--- src/design/jbs_pkg.sv ---
package jbs_pkg;

  // Test controller states
  typedef enum logic [3:0] {
    JBS_TLR, JBS_RTI, JBS_SEL_DR, JBS_CAP_DR, JBS_SHIFT_DR, JBS_EXIT1_DR,
    JBS_PAUSE_DR, JBS_EXIT2_DR, JBS_UPD_DR, JBS_SEL_IR, JBS_CAP_IR,
    JBS_SHIFT_IR, JBS_EXIT1_IR, JBS_PAUSE_IR, JBS_EXIT2_IR, JBS_UPD_IR
  } jbs_tap_type;

  // Selected test data register
  typedef enum logic [1:0] {JBS_SEL_BYPASS, JBS_SEL_CHAIN, JBS_SEL_ID} jbs_dr_type;

  // Instruction register defaults
  localparam int          IR_WIDTH_DEF  = 4;
  localparam logic [3:0]  OP_EXTEST     = 4'h0;
  localparam logic [3:0]  OP_SAMPLE     = 4'h1;
  localparam logic [3:0]  OP_IDCODE     = 4'h2;
  localparam logic [3:0]  OP_BYPASS     = 4'hF;
  localparam logic [1:0]  IR_CAPTURE    = 2'h1;
  // Arbitrary identification value
  localparam logic [31:0] ID_VALUE_DEF  = 32'h1234_5001;

  // Boundary cell chain
  localparam int CHAIN_LEN   = 26;
  localparam int NUM_OUT     = 10;
  localparam int NUM_IN      = 13;
  localparam int CELL_RX3_OUTPUT_DISABLE_CELL   = 2;
  localparam int CELL_RX2_OUTPUT_DISABLE_CELL   = 10;
  localparam int CELL_ACKENB = 19;
  // Output pins: loss_of_signal_ch3 rx_negative_data_ch3 rx_positive_data_ch3 rx_recovered_clock_ch3 loss_of_signal_ch2 rx_negative_data_ch2 rx_positive_data_ch2 rx_recovered_clock_ch2 int ack
  localparam int CELL_OUT [NUM_OUT] = '{0, 1, 3, 4, 8, 9, 11, 12, 18, 20};
  // Input pins: tx_negative_data_ch3 tx_positive_data_ch3 tx_clock_ch3 tneg2 tpos2 tclk2 mclk mode ale oe clock_edge_select_input a0 a1
  localparam int CELL_IN  [NUM_IN]  = '{5, 6, 7, 13, 14, 15, 16, 17, 21, 22, 23, 24, 25};
  localparam int OUT_ACK   = 9;

  // Register map, byte offsets
  localparam logic [3:0] REG_CTRL   = 4'h0;
  localparam logic [3:0] REG_STATUS = 4'h4;
  localparam logic [3:0] REG_ID     = 4'h8;
  localparam int         CTRL_ENABLE_BIT = 0;
  localparam logic       CTRL_RESET      = 1'b1;
  localparam int         STAT_IR_LSB     = 8;

endpackage

--- src/design/jbs_sync.sv ---
`timescale 1ns/1ps

module jbs_sync #(
  parameter int WIDTH = 1
) (
  input  wire logic             clk,
  input  wire logic             srst,
  input  wire logic [WIDTH-1:0] async_in,
  output logic      [WIDTH-1:0] sync_out
);

  logic [WIDTH-1:0] stage1;

  // First stage feeds only the second
  always_ff @(posedge clk) begin
    if (srst) begin
      stage1   <= '0;
      sync_out <= '0;
    end else begin
      stage1   <= async_in;
      sync_out <= stage1;
    end
  end

endmodule

--- src/design/jbs_tap.sv ---
// Design decisions made here: the register offsets and register access over Avalon-MM.
`timescale 1ns/1ps

// Summary of operation
// - Test controller is a sixteen state synchronous machine.
// - Mode-select steers transitions on test clock rising edges; clearing the enable bit forces reset.
// - Reset state loads identification instruction, pins run normally.
// - Idle state holds while mode-select is sampled low.
// - Capture data state loads the chain from the pins.
// - Shift data state moves the selected register toward serial output.
// - Update data state latches the chain into the pin latches.
// - Capture instruction state preloads a fixed pattern.
// - Shift instruction state moves the instruction stage one bit.
// - Update instruction state makes the shifted instruction active.
// - Pause states hold the shift paths unchanged.
// - Exit states are transient and can end a scan.
// - Chain data enters least significant bit first.
// - Chain reaches every digital input and output pin.
// - Chain order starts at loss_of_signal_ch3, then ch3 rx, tx, then ch2.
// - Tristatable pins get a separate output control cell.
// - Rx disable cell 0 drives, 1 tristates pos, neg and clock.
// - Ack disable cell 0 drives, 1 tristates the ack pin.
module jbs_tap
  import jbs_pkg::*;
#(
  parameter int                   IR_WIDTH   = IR_WIDTH_DEF,
  parameter logic [IR_WIDTH-1:0]  OPC_EXTEST = IR_WIDTH'(OP_EXTEST),
  parameter logic [IR_WIDTH-1:0]  OPC_SAMPLE = IR_WIDTH'(OP_SAMPLE),
  parameter logic [IR_WIDTH-1:0]  OPC_IDCODE = IR_WIDTH'(OP_IDCODE),
  parameter logic [IR_WIDTH-1:0]  OPC_BYPASS = IR_WIDTH'(OP_BYPASS),
  parameter logic [31:0]          ID_VALUE   = ID_VALUE_DEF
) (
  input  wire logic               clk,
  input  wire logic               srst,
  // Test port pins
  input  wire logic               tck,
  input  wire logic               tms,
  input  wire logic               tdi,
  output logic                    tdo,
  output logic                    tdo_oe_n,
  // Device pins and the core behind them
  input  wire logic [NUM_IN-1:0]  pin_in,
  input  wire logic [NUM_OUT-1:0] core_out,
  input  wire logic               core_rx3_oe_n,
  input  wire logic               core_rx2_oe_n,
  input  wire logic               core_ack_oe_n,
  output logic      [NUM_OUT-1:0] pin_out,
  output logic                    rx3_oe_n,
  output logic                    rx2_oe_n,
  output logic                    ack_oe_n,
  output logic                    test_active,
  // Avalon-MM slave
  input  wire logic [3:0]         avs_address,
  input  wire logic               avs_read,
  input  wire logic               avs_write,
  input  wire logic [31:0]        avs_writedata,
  output logic      [31:0]        avs_readdata,
  output logic                    avs_waitrequest
);

  initial begin
    if (IR_WIDTH < 2 || IR_WIDTH > 16) begin
      $error("IR_WIDTH must lie between 2 and 16");
    end
  end

  ////////////////////////////////////////////////////////////////////////////////

  typedef struct packed {
    jbs_tap_type             state;
    logic                    tck_prev;
    logic [IR_WIDTH-1:0]     ir_shift;
    logic [IR_WIDTH-1:0]     ir_active;
    logic [CHAIN_LEN-1:0]    chain;
    logic [CHAIN_LEN-1:0]    latch;
    logic [31:0]             id_shift;
    logic                    bypass;
    logic                    tdo;
    logic                    tdo_oe_n;
    logic [NUM_OUT-1:0]      pin_out;
    logic                    rx3_oe_n;
    logic                    rx2_oe_n;
    logic                    ack_oe_n;
    logic                    test_active;
    logic                    enable;
    logic [31:0]             readdata;
    logic                    waitrequest;
  } jbs_regs_type;

  jbs_regs_type      r;
  jbs_regs_type      next_r;
  logic [NUM_IN+2:0] synced;
  logic              tck_s;
  logic              tms_s;
  logic              tdi_s;
  logic [NUM_IN-1:0] pin_s;

  // Pins come from outside the clock domain
  jbs_sync #(
    .WIDTH    (NUM_IN + 3)
  ) u_sync (
    .clk      (clk),
    .srst     (srst),
    .async_in ({pin_in, tdi, tms, tck}),
    .sync_out (synced)
  );

  assign tck_s = synced[0];
  assign tms_s = synced[1];
  assign tdi_s = synced[2];
  assign pin_s = synced[NUM_IN+2:3];

  ////////////////////////////////////////////////////////////////////////////////

  // Standard transition graph
  function automatic jbs_tap_type tap_next(input jbs_tap_type s, input logic m);
    jbs_tap_type n;
    n = s;
    case (s)
      JBS_TLR:      n = m ? JBS_TLR : JBS_RTI;
      JBS_RTI:      n = m ? JBS_SEL_DR : JBS_RTI;
      JBS_SEL_DR:   n = m ? JBS_SEL_IR : JBS_CAP_DR;
      JBS_CAP_DR:   n = m ? JBS_EXIT1_DR : JBS_SHIFT_DR;
      JBS_SHIFT_DR: n = m ? JBS_EXIT1_DR : JBS_SHIFT_DR;
      JBS_EXIT1_DR: n = m ? JBS_UPD_DR : JBS_PAUSE_DR;
      JBS_PAUSE_DR: n = m ? JBS_EXIT2_DR : JBS_PAUSE_DR;
      JBS_EXIT2_DR: n = m ? JBS_UPD_DR : JBS_SHIFT_DR;
      JBS_UPD_DR:   n = m ? JBS_SEL_DR : JBS_RTI;
      JBS_SEL_IR:   n = m ? JBS_TLR : JBS_CAP_IR;
      JBS_CAP_IR:   n = m ? JBS_EXIT1_IR : JBS_SHIFT_IR;
      JBS_SHIFT_IR: n = m ? JBS_EXIT1_IR : JBS_SHIFT_IR;
      JBS_EXIT1_IR: n = m ? JBS_UPD_IR : JBS_PAUSE_IR;
      JBS_PAUSE_IR: n = m ? JBS_EXIT2_IR : JBS_PAUSE_IR;
      JBS_EXIT2_IR: n = m ? JBS_UPD_IR : JBS_SHIFT_IR;
      JBS_UPD_IR:   n = m ? JBS_SEL_DR : JBS_RTI;
      default:      n = JBS_TLR;
    endcase
    return n;
  endfunction

  // Instruction decode, unknown codes fall back to bypass
  function automatic jbs_dr_type dr_select(input logic [IR_WIDTH-1:0] ir);
    jbs_dr_type d;
    d = JBS_SEL_BYPASS;
    if (ir == OPC_EXTEST || ir == OPC_SAMPLE) begin
      d = JBS_SEL_CHAIN;
    end else if (ir == OPC_IDCODE) begin
      d = JBS_SEL_ID;
    end
    return d;
  endfunction

  ////////////////////////////////////////////////////////////////////////////////

  logic       tck_rise;
  logic       tck_fall;
  logic       extest;
  jbs_dr_type sel;

  always_comb begin
    next_r   = r;
    tck_rise = tck_s & ~r.tck_prev;
    tck_fall = ~tck_s & r.tck_prev;
    sel      = dr_select(r.ir_active);
    extest   = (r.ir_active == OPC_EXTEST);
    next_r.tck_prev = tck_s;

    // Rising test clock: capture, shift and state step
    if (tck_rise) begin
      case (r.state)
        JBS_CAP_DR: begin
          case (sel)
            JBS_SEL_CHAIN: begin
              for (int i = 0; i < NUM_OUT; i++) begin
                next_r.chain[CELL_OUT[i]] = r.pin_out[i];
              end
              for (int i = 0; i < NUM_IN; i++) begin
                next_r.chain[CELL_IN[i]] = pin_s[i];
              end
              // Control cells have no pin, read back the latch
              next_r.chain[CELL_RX3_OUTPUT_DISABLE_CELL]   = r.latch[CELL_RX3_OUTPUT_DISABLE_CELL];
              next_r.chain[CELL_RX2_OUTPUT_DISABLE_CELL]   = r.latch[CELL_RX2_OUTPUT_DISABLE_CELL];
              next_r.chain[CELL_ACKENB] = r.latch[CELL_ACKENB];
            end
            JBS_SEL_ID: next_r.id_shift = ID_VALUE;
            default:    next_r.bypass   = 1'b0;
          endcase
        end
        JBS_SHIFT_DR: begin
          case (sel)
            JBS_SEL_CHAIN: next_r.chain = {tdi_s, r.chain[CHAIN_LEN-1:1]};
            JBS_SEL_ID:    next_r.id_shift = {tdi_s, r.id_shift[31:1]};
            default:       next_r.bypass = tdi_s;
          endcase
        end
        JBS_CAP_IR: begin
          next_r.ir_shift = IR_WIDTH'(IR_CAPTURE);
        end
        JBS_SHIFT_IR: begin
          next_r.ir_shift = {tdi_s, r.ir_shift[IR_WIDTH-1:1]};
        end
        default: begin
          // Pause, exit and the rest leave both paths alone
          next_r.chain = r.chain;
        end
      endcase
      next_r.state = tap_next(r.state, tms_s);
    end

    // Falling test clock: updates and serial output
    if (tck_fall) begin
      if (r.state == JBS_UPD_DR && sel == JBS_SEL_CHAIN) begin
        next_r.latch = r.chain;
      end
      if (r.state == JBS_UPD_IR) begin
        next_r.ir_active = r.ir_shift;
      end
      if (r.state == JBS_SHIFT_DR) begin
        case (sel)
          JBS_SEL_CHAIN: next_r.tdo = r.chain[0];
          JBS_SEL_ID:    next_r.tdo = r.id_shift[0];
          default:       next_r.tdo = r.bypass;
        endcase
        next_r.tdo_oe_n = 1'b0;
      end else if (r.state == JBS_SHIFT_IR) begin
        next_r.tdo      = r.ir_shift[0];
        next_r.tdo_oe_n = 1'b0;
      end else begin
        next_r.tdo_oe_n = 1'b1;
      end
    end

    // Reset state forces the identification instruction
    if (r.state == JBS_TLR) begin
      next_r.ir_active = OPC_IDCODE;
    end

    // Disabled port parks the controller in reset
    if (!r.enable) begin
      next_r.state    = JBS_TLR;
      next_r.tdo_oe_n = 1'b1;
    end

    // Pin drive: core in normal operation, latches under external test
    for (int i = 0; i < NUM_OUT; i++) begin
      next_r.pin_out[i] = extest ? r.latch[CELL_OUT[i]] : core_out[i];
    end
    next_r.rx3_oe_n    = extest ? r.latch[CELL_RX3_OUTPUT_DISABLE_CELL] : core_rx3_oe_n;
    next_r.rx2_oe_n    = extest ? r.latch[CELL_RX2_OUTPUT_DISABLE_CELL] : core_rx2_oe_n;
    next_r.ack_oe_n    = extest ? r.latch[CELL_ACKENB] : core_ack_oe_n;
    next_r.test_active = extest;

    // Avalon slave: one wait cycle, then a single-cycle answer
    next_r.waitrequest = 1'b1;
    if ((avs_read || avs_write) && r.waitrequest) begin
      next_r.waitrequest = 1'b0;
      next_r.readdata    = '0;
      if (avs_address == REG_CTRL) begin
        next_r.readdata[CTRL_ENABLE_BIT] = r.enable;
        if (avs_write) begin
          next_r.enable = avs_writedata[CTRL_ENABLE_BIT];
        end
      end else if (avs_address == REG_STATUS) begin
        next_r.readdata[3:0] = r.state;
        next_r.readdata[STAT_IR_LSB +: IR_WIDTH] = r.ir_active;
      end else if (avs_address == REG_ID) begin
        next_r.readdata = ID_VALUE;
      end
    end
  end

  ////////////////////////////////////////////////////////////////////////////////

  always_ff @(posedge clk) begin
    if (srst) begin
      r             <= '0;
      r.state       <= JBS_TLR;
      r.ir_active   <= OPC_IDCODE;
      // Tristate all controlled pins in reset; control latches keep them so under external test until an update
      r.latch[CELL_RX3_OUTPUT_DISABLE_CELL]   <= 1'b1;
      r.latch[CELL_RX2_OUTPUT_DISABLE_CELL]   <= 1'b1;
      r.latch[CELL_ACKENB] <= 1'b1;
      r.tdo_oe_n    <= 1'b1;
      r.rx3_oe_n    <= 1'b1;
      r.rx2_oe_n    <= 1'b1;
      r.ack_oe_n    <= 1'b1;
      r.enable      <= CTRL_RESET;
      r.waitrequest <= 1'b1;
    end else begin
      r <= next_r;
    end
  end

  assign tdo             = r.tdo;
  assign tdo_oe_n        = r.tdo_oe_n;
  assign pin_out         = r.pin_out;
  assign rx3_oe_n        = r.rx3_oe_n;
  assign rx2_oe_n        = r.rx2_oe_n;
  assign ack_oe_n        = r.ack_oe_n;
  assign test_active     = r.test_active;
  assign avs_readdata    = r.readdata;
  assign avs_waitrequest = r.waitrequest;

endmodule

--- config.mk ---
export PLATFORM = sky130hd
export DESIGN_NAME = jbs_tap
export DESIGN_NICKNAME = d
export VERILOG_FILES = /design/src/design/jbs_pkg.sv /design/src/design/jbs_sync.sv /design/src/design/jbs_tap.sv
export SDC_FILE = /design/constraint.sdc
export NUM_CORES = 1
export LEC_CHECK = 0
export BUFFER_PORTS_ARGS = -buffer_cell sky130_fd_sc_hd__buf_2
export CORE_MARGIN = 2
export CORE_UTILIZATION = 45
export CTS_CLUSTER_DIAMETER = 60
export DETAILED_ROUTE_END_ITERATION = 16
export GPL_ROUTABILITY_DRIVEN = 1
export PLACE_DENSITY = 0.76
export RECOVER_POWER = 100
export SLEW_MARGIN = 20
export SYNTH_ARGS = -nofsm -noshare
export SYNTH_HDL_FRONTEND = slang
export SYNTH_SLANG_ARGS = --single-unit
--- constraint.sdc ---
create_clock -name clk -period 4.1 [get_ports clk]
set_input_delay 0.205 -clock clk [delete_from_list [all_inputs] [get_ports clk]]
set_output_delay 0.205 -clock clk [all_outputs]
set_load 0.005 [all_outputs]
# Yosys cells after proc, flatten, opt, wreduce, memory -nomap -nowiden

Cells that the tools add are included.

Add/sub/neg operators: 0
$mul: 0
Divide/modulo/power cells: 0
Magnitude comparators: 0
Equality and inequality tests: 27
Shift-type cells: 0
Multiplexer cells: 49
Bitwise logic cells: 5
Reduce and logical (&&, ||, !) cells: 24

Operator list:

| cell                 | count |
|---|---|
| $pmux W33 S2         | 1 |
| $mux W32             | 2 |
| $mux W26             | 2 |
| $pmux W26 S2         | 1 |
| $pmux W4 S12         | 1 |
| $eq A4 B4 Y1 const B | 9 |
| $mux W29             | 1 |
| $mux W28             | 1 |
| $mux W4              | 7 |
| $mux W1              | 22 |
| $eq A4 B3 Y1 const B | 5 |
| $mux W17             | 1 |
| $eq A4 B2 Y1 const B | 3 |
| $logic_not A4 Y1     | 3 |
| $mux W2              | 6 |
| $reduce_and A4 Y1    | 3 |
| $ne A2 B2 Y1 const B | 5 |
| $reduce_or A2 Y1     | 5 |
| $eq A4 B1 Y1 const B | 2 |
| $pmux W4 S2          | 1 |
| $reduce_and A2 Y1    | 4 |
| $mux W3              | 2 |
| $reduce_bool A2 Y1   | 3 |
| $not A1 Y1           | 3 |
| other kinds (9)      | 12 |

Flip-flop bits (word level): 175
Latch bits: 0
Memory bits (writable): 0
Bits in read-only memories: 0
Bits of input ports: 69
Output and inout port bits: 49
Logic and storage cells: 125
Memories kept: 0

# Longest topological paths before layout

Depth in word-level cells: 7
Mapped depth: 6
Mapped depth without buffers: 4

# Hierarchy

Synthesis repeated with hierarchy kept, for this count alone.

Cell total of the unflattened synthesis: 665
Area total of the unflattened synthesis: 5793.1 um^2

By module, submodules not included:

| module   | instances | cells each | area each (um^2) | sequential area each (um^2) |
|---|---|---|---|---|
| jbs_tap  | 1         | 598        | 4929.7           | 2242.2 |
| jbs_sync | 1         | 67         | 863.3            | 640.6 |

# Worst setup path after synthesis

Ideal clock, no wire load.

Path type: register to register
Start point: register r[144] (netlist bit)
End point: register r[112] (netlist bit)
Setup time: 146 ps
Arrival: 1757 ps
Data required time: 3954 ps
Slack: 2197 ps
Stages on the path, launching flop included: 6
Buffers on the path: 2
Period minus slack after synthesis: 1903 ps
Cell sequence: dfxtp_1 > buf_2 > or3b_4 > a2111oi_4 > buf_4 > a211oi_2

Cells in the longest elaborated chain, start to end: 3
Elaborated cells between the ends (all ways): 7
Classes of those cells: eq/ne (4); mux (1); reduce/logical (2)

Ends and longest elaborated chain:

| what                                                         | RTL line       | source |
|---|---|---|
| start, declared                                              | jbs_tap.sv:90  | `jbs_regs_type r;` |
| start signal, assigned                                       | jbs_tap.sv:290 | `r <= next_r;` |
| $eq A4 B2 Y1 or $eq A4 B3 Y1 (tied branches)                 | jbs_tap.sv:170 | `case (r.state)` |
| $ne A2 B2 Y1 (no line) or $reduce_bool A2 Y1 (tied branches) | n/a            |  |
| $reduce_and A4 Y1 (no line)                                  | n/a            |  |

Parallel ways exist; a longest one is shown, timed or not.
A chain may end at the register's enable or synchronous reset.

# Worst setup path in the final report

Start point: register r[146] (netlist bit)
End point: register r[130] (netlist bit)

Same word-level chain as after synthesis.

==> impl_metrics.tcl <==
set metrics [dict create \
    report.final.slew_viol_count 161 \
    hp-start "avs_writedata[0]" \
    finalSetupViolCount 0 \
    violations "max-capacitance violations, max-slew violations" \
    gp_congestion 0.799 \
    finalPower_mw 3.10 \
    hold_violations 0 \
    clkLatencyLatePin_ps 420 \
    cts_sinks 144 \
    crit_type "flop to flop" \
    max_freq_ghz 0.318 \
    hold_path_depth 3 \
    p_per_area_nw_per_um2 460 \
    initial_utilization 0.464 \
    htreeDepth 4 \
    cpPeakStageDelay_ps 1400 \
    dpl_worst_slack_ps 1540 \
    wire_per_inst_um 13.3 \
    critPathArrivalTime_ps 3360 \
    rsz0062_at_grt "no" \
    final_area_sq_um 6750 \
    wl_um 11600 \
    p_leak_nw 2.38 \
    cts_setup_buffers 0 \
    hold_end "r[33]" \
    rows 41 \
    cts_made_buffers 17 \
    cp_cell_sequence "nor4b_2, buf_4, mux2i_1, a211oi_2" \
    critPathRequiredTime_ps 4320 \
    period_share 0.768 \
    post-route-drc-count 0 \
    cts_root_buffer "clkbuf_16" \
    yosysWarningCount 0 \
    port_buffers 69 \
    run_status "finished with violations" \
    dp_hpwl_um 7160 \
    placed_area_sq_um 6050 \
    fin_crit_ps 3150 \
    path_max_fanout 19 \
    drive_gt1_frac 0.160 \
    ioPinCount 118 \
    clockBufferDepth 2 \
    die_height_um 119 \
    finalClockSkew_ps 6.68 \
    syn_area_sq_um 5910 \
    cts_tree "built" \
    finalNetCount 756 \
    ys.flop_type "dfxtp_1" \
    slowest_stage "nor4b_2" \
    startpoint_type "flop" \
    critPathBufInv 1 \
    hp-class "primary input to flop" \
    regToRegSetupSlack_ps 950 \
    r2r-end "r[130]" \
    ff2ff_path_depth 4 \
    antenna_found_initial 0 \
    drv_cap 3 \
    critPathTopFamily "simple AND/OR/NAND/NOR gates" \
    dieArea_sq_um 14100 \
    syn_inst 651 \
    drt-initial-drc-count 331 \
    fin_ws_ps 952 \
    die_w_um 119 \
    worst_setup_path_end_kind "flop" \
    yosysUniqueCellTypes 47 \
    grt_pass1_vias 4344 \
    yosysSeqAreaShare 0.488 \
    core_area_sq_um 12700 \
    synth_seq_cells 144 \
    clkSlewWorstSetupHoldPaths_ps 60 \
    drtPass1Iterations 4 \
    fillers 1140 \
    grt_max_degree 103 \
    ir_drop_mv 0.307 \
    synth_edf_count 0 \
    maxSlewHeadroom -0.334 \
    antenna_cells 0 \
    grt_use_total 0.172 \
    grt_pass1_wl_um 19700 \
    via_count 4469 \
    setup_tns_ps 0 \
    via_per_inst 5.13 \
    async_reset_ff_frac 0 \
    regToRegStartpoint "r[146]" \
    tightest_slew_ps 2000 \
    ant_nets 0 \
    syn2layout_area_growth_pct 14.3 \
    overflow 0 \
    avgSynthCellArea_sq_um 9.08 \
]
==> cells in the final DEF, fill, tap and decap left out, drive strengths merged, types with 9 or more instances in the layout <==
master / count
nor2b: 41
nor2: 54
nand3b: 9
clkbuf: 40
o21ai: 9
dfxtp: 144
a22oi: 9
conb: 17
a21oi: 56
nand3: 27
buf: 55
nand2: 89
a211oi: 28
dlygate4sd3: 15
mux2i: 30
nor3: 21
==> metrics by stage <==
stage	hold slack (ps)	std cells	util
finish	16.6	872	0.531
global route	13.4	872	0.531
CTS	3.42	872	0.535
detailed placement	418	825	0.476
global placement	412	825	0.476
floorplan	329	667	-
==> per-layer routing <==
metal	up-vias	track usage	part of all wire
li1	2241	-	-
met4	0	0.0826	0.021
met5	-	0	0
met3	18	0.0468	0.057
met1	2078	0.208	0.44
met2	132	0.283	0.48
==> flip-flops by register name, indices dropped and copies added, names as in the netlist <==
register,cells
ack_oe_n,1
test_active,1
avs_waitrequest,1
tdo_oe_n,1
avs_readdata,9
rx3_oe_n,1
tdo,1
rx2_oe_n,1
r,86
pin_out,10
u_sync.sync_out,16
u_sync.stage1,16
==> synthesized netlist by cell type, types with 2 or more instances <==
master	instances	area [sq um]
a31oi_1	2	12.5
o21ai_0	9	45.0
nor2_1	54	203
dfxtp_1	144	2880
buf_4	44	330
or3_1	2	12.5
buf_6	3	33.8
nor3_1	21	105
a21oi_1	56	280
a211oi_1	4	30.0
nor2b_1	41	257
nand3_1	27	135
buf_1	2	7.51
a211oi_2	24	300
buf_2	7	35.0
inv_1	5	18.8
a2111oi_4	2	55.1
clkbuf_1	32	120
nand3b_1	9	67.6
nand2b_1	6	37.5
nor4_1	2	12.5
nand2_1	89	334
and3_1	2	12.5
o22ai_1	2	12.5
a22oi_1	9	67.6
mux2i_1	30	300
o2111ai_1	3	26.3
==> logic make-up (layout without fill, tap and decap cells) <==
group,Yosys count,after routing,synth area share
AO/OA/AOI/OAI,119,119,0.152
flip-flops,144,144,0.488
AND/OR/NAND/NOR,263,263,0.214
XOR/XNOR,1,1,0.00148
buffers and inverters,93,126,0.0923
other,1,17,0.000635
multiplexers,30,30,0.0508
==> how the worst max path moves through the flow <==
| stage | start | end | slack [ps] | cells past startpoint |
|---|---|---|---|---|
| 2_1_floorplan | r[144] | r[112] | 2200 | 5 |
| 3_3_place_gp | r[146] | r[52] | 1600 | 5 |
| 3_5_place_dp | r[146] | r[59] | 1540 | 5 |
| 4_1_cts | r[146] | r[122] | 1530 | 4 |
| 5_1_grt | r[146] | r[130] | 670 | 4 |
| 6_report | r[146] | r[130] | 950 | 4 |
==> tightest hold or removal path: stages <==
cell and delay [ps]:
buf_2 80, mux2i_1 60, nand2b_1 60
==> layout make-up <==
cell class                 instances  area, sq um  share of cell area
timing repair buffer              89          505              0.0749
clock buffer                      21          470              0.0697
inverter                           5         18.8             0.00278
tap                              172          215              0.0319
sequential                       144         2880               0.427
clock inverter                    11          136              0.0202
multi-input combinational        430         2520               0.374
==> timing repair <==
item                      CTS  global route
hold endpoints to repair   15             0
resized for setup           0             0
hold buffers               15             0
==> power breakdown <==
| part | leakage [nW] | internal, mW | switching [mW] | total (mW) |
|---|---|---|---|---|
| clock | 0.302 | 0.998 | 0.560 | 1.56 |
| sequential | 1.17 | 1.42 | 0.0131 | 1.44 |
| combinational | 0.909 | 0.0489 | 0.0587 | 0.108 |
| total | 2.38 | 2.47 | 0.632 | 3.10 |
Note: power is estimated with default switching activity, not from simulation.
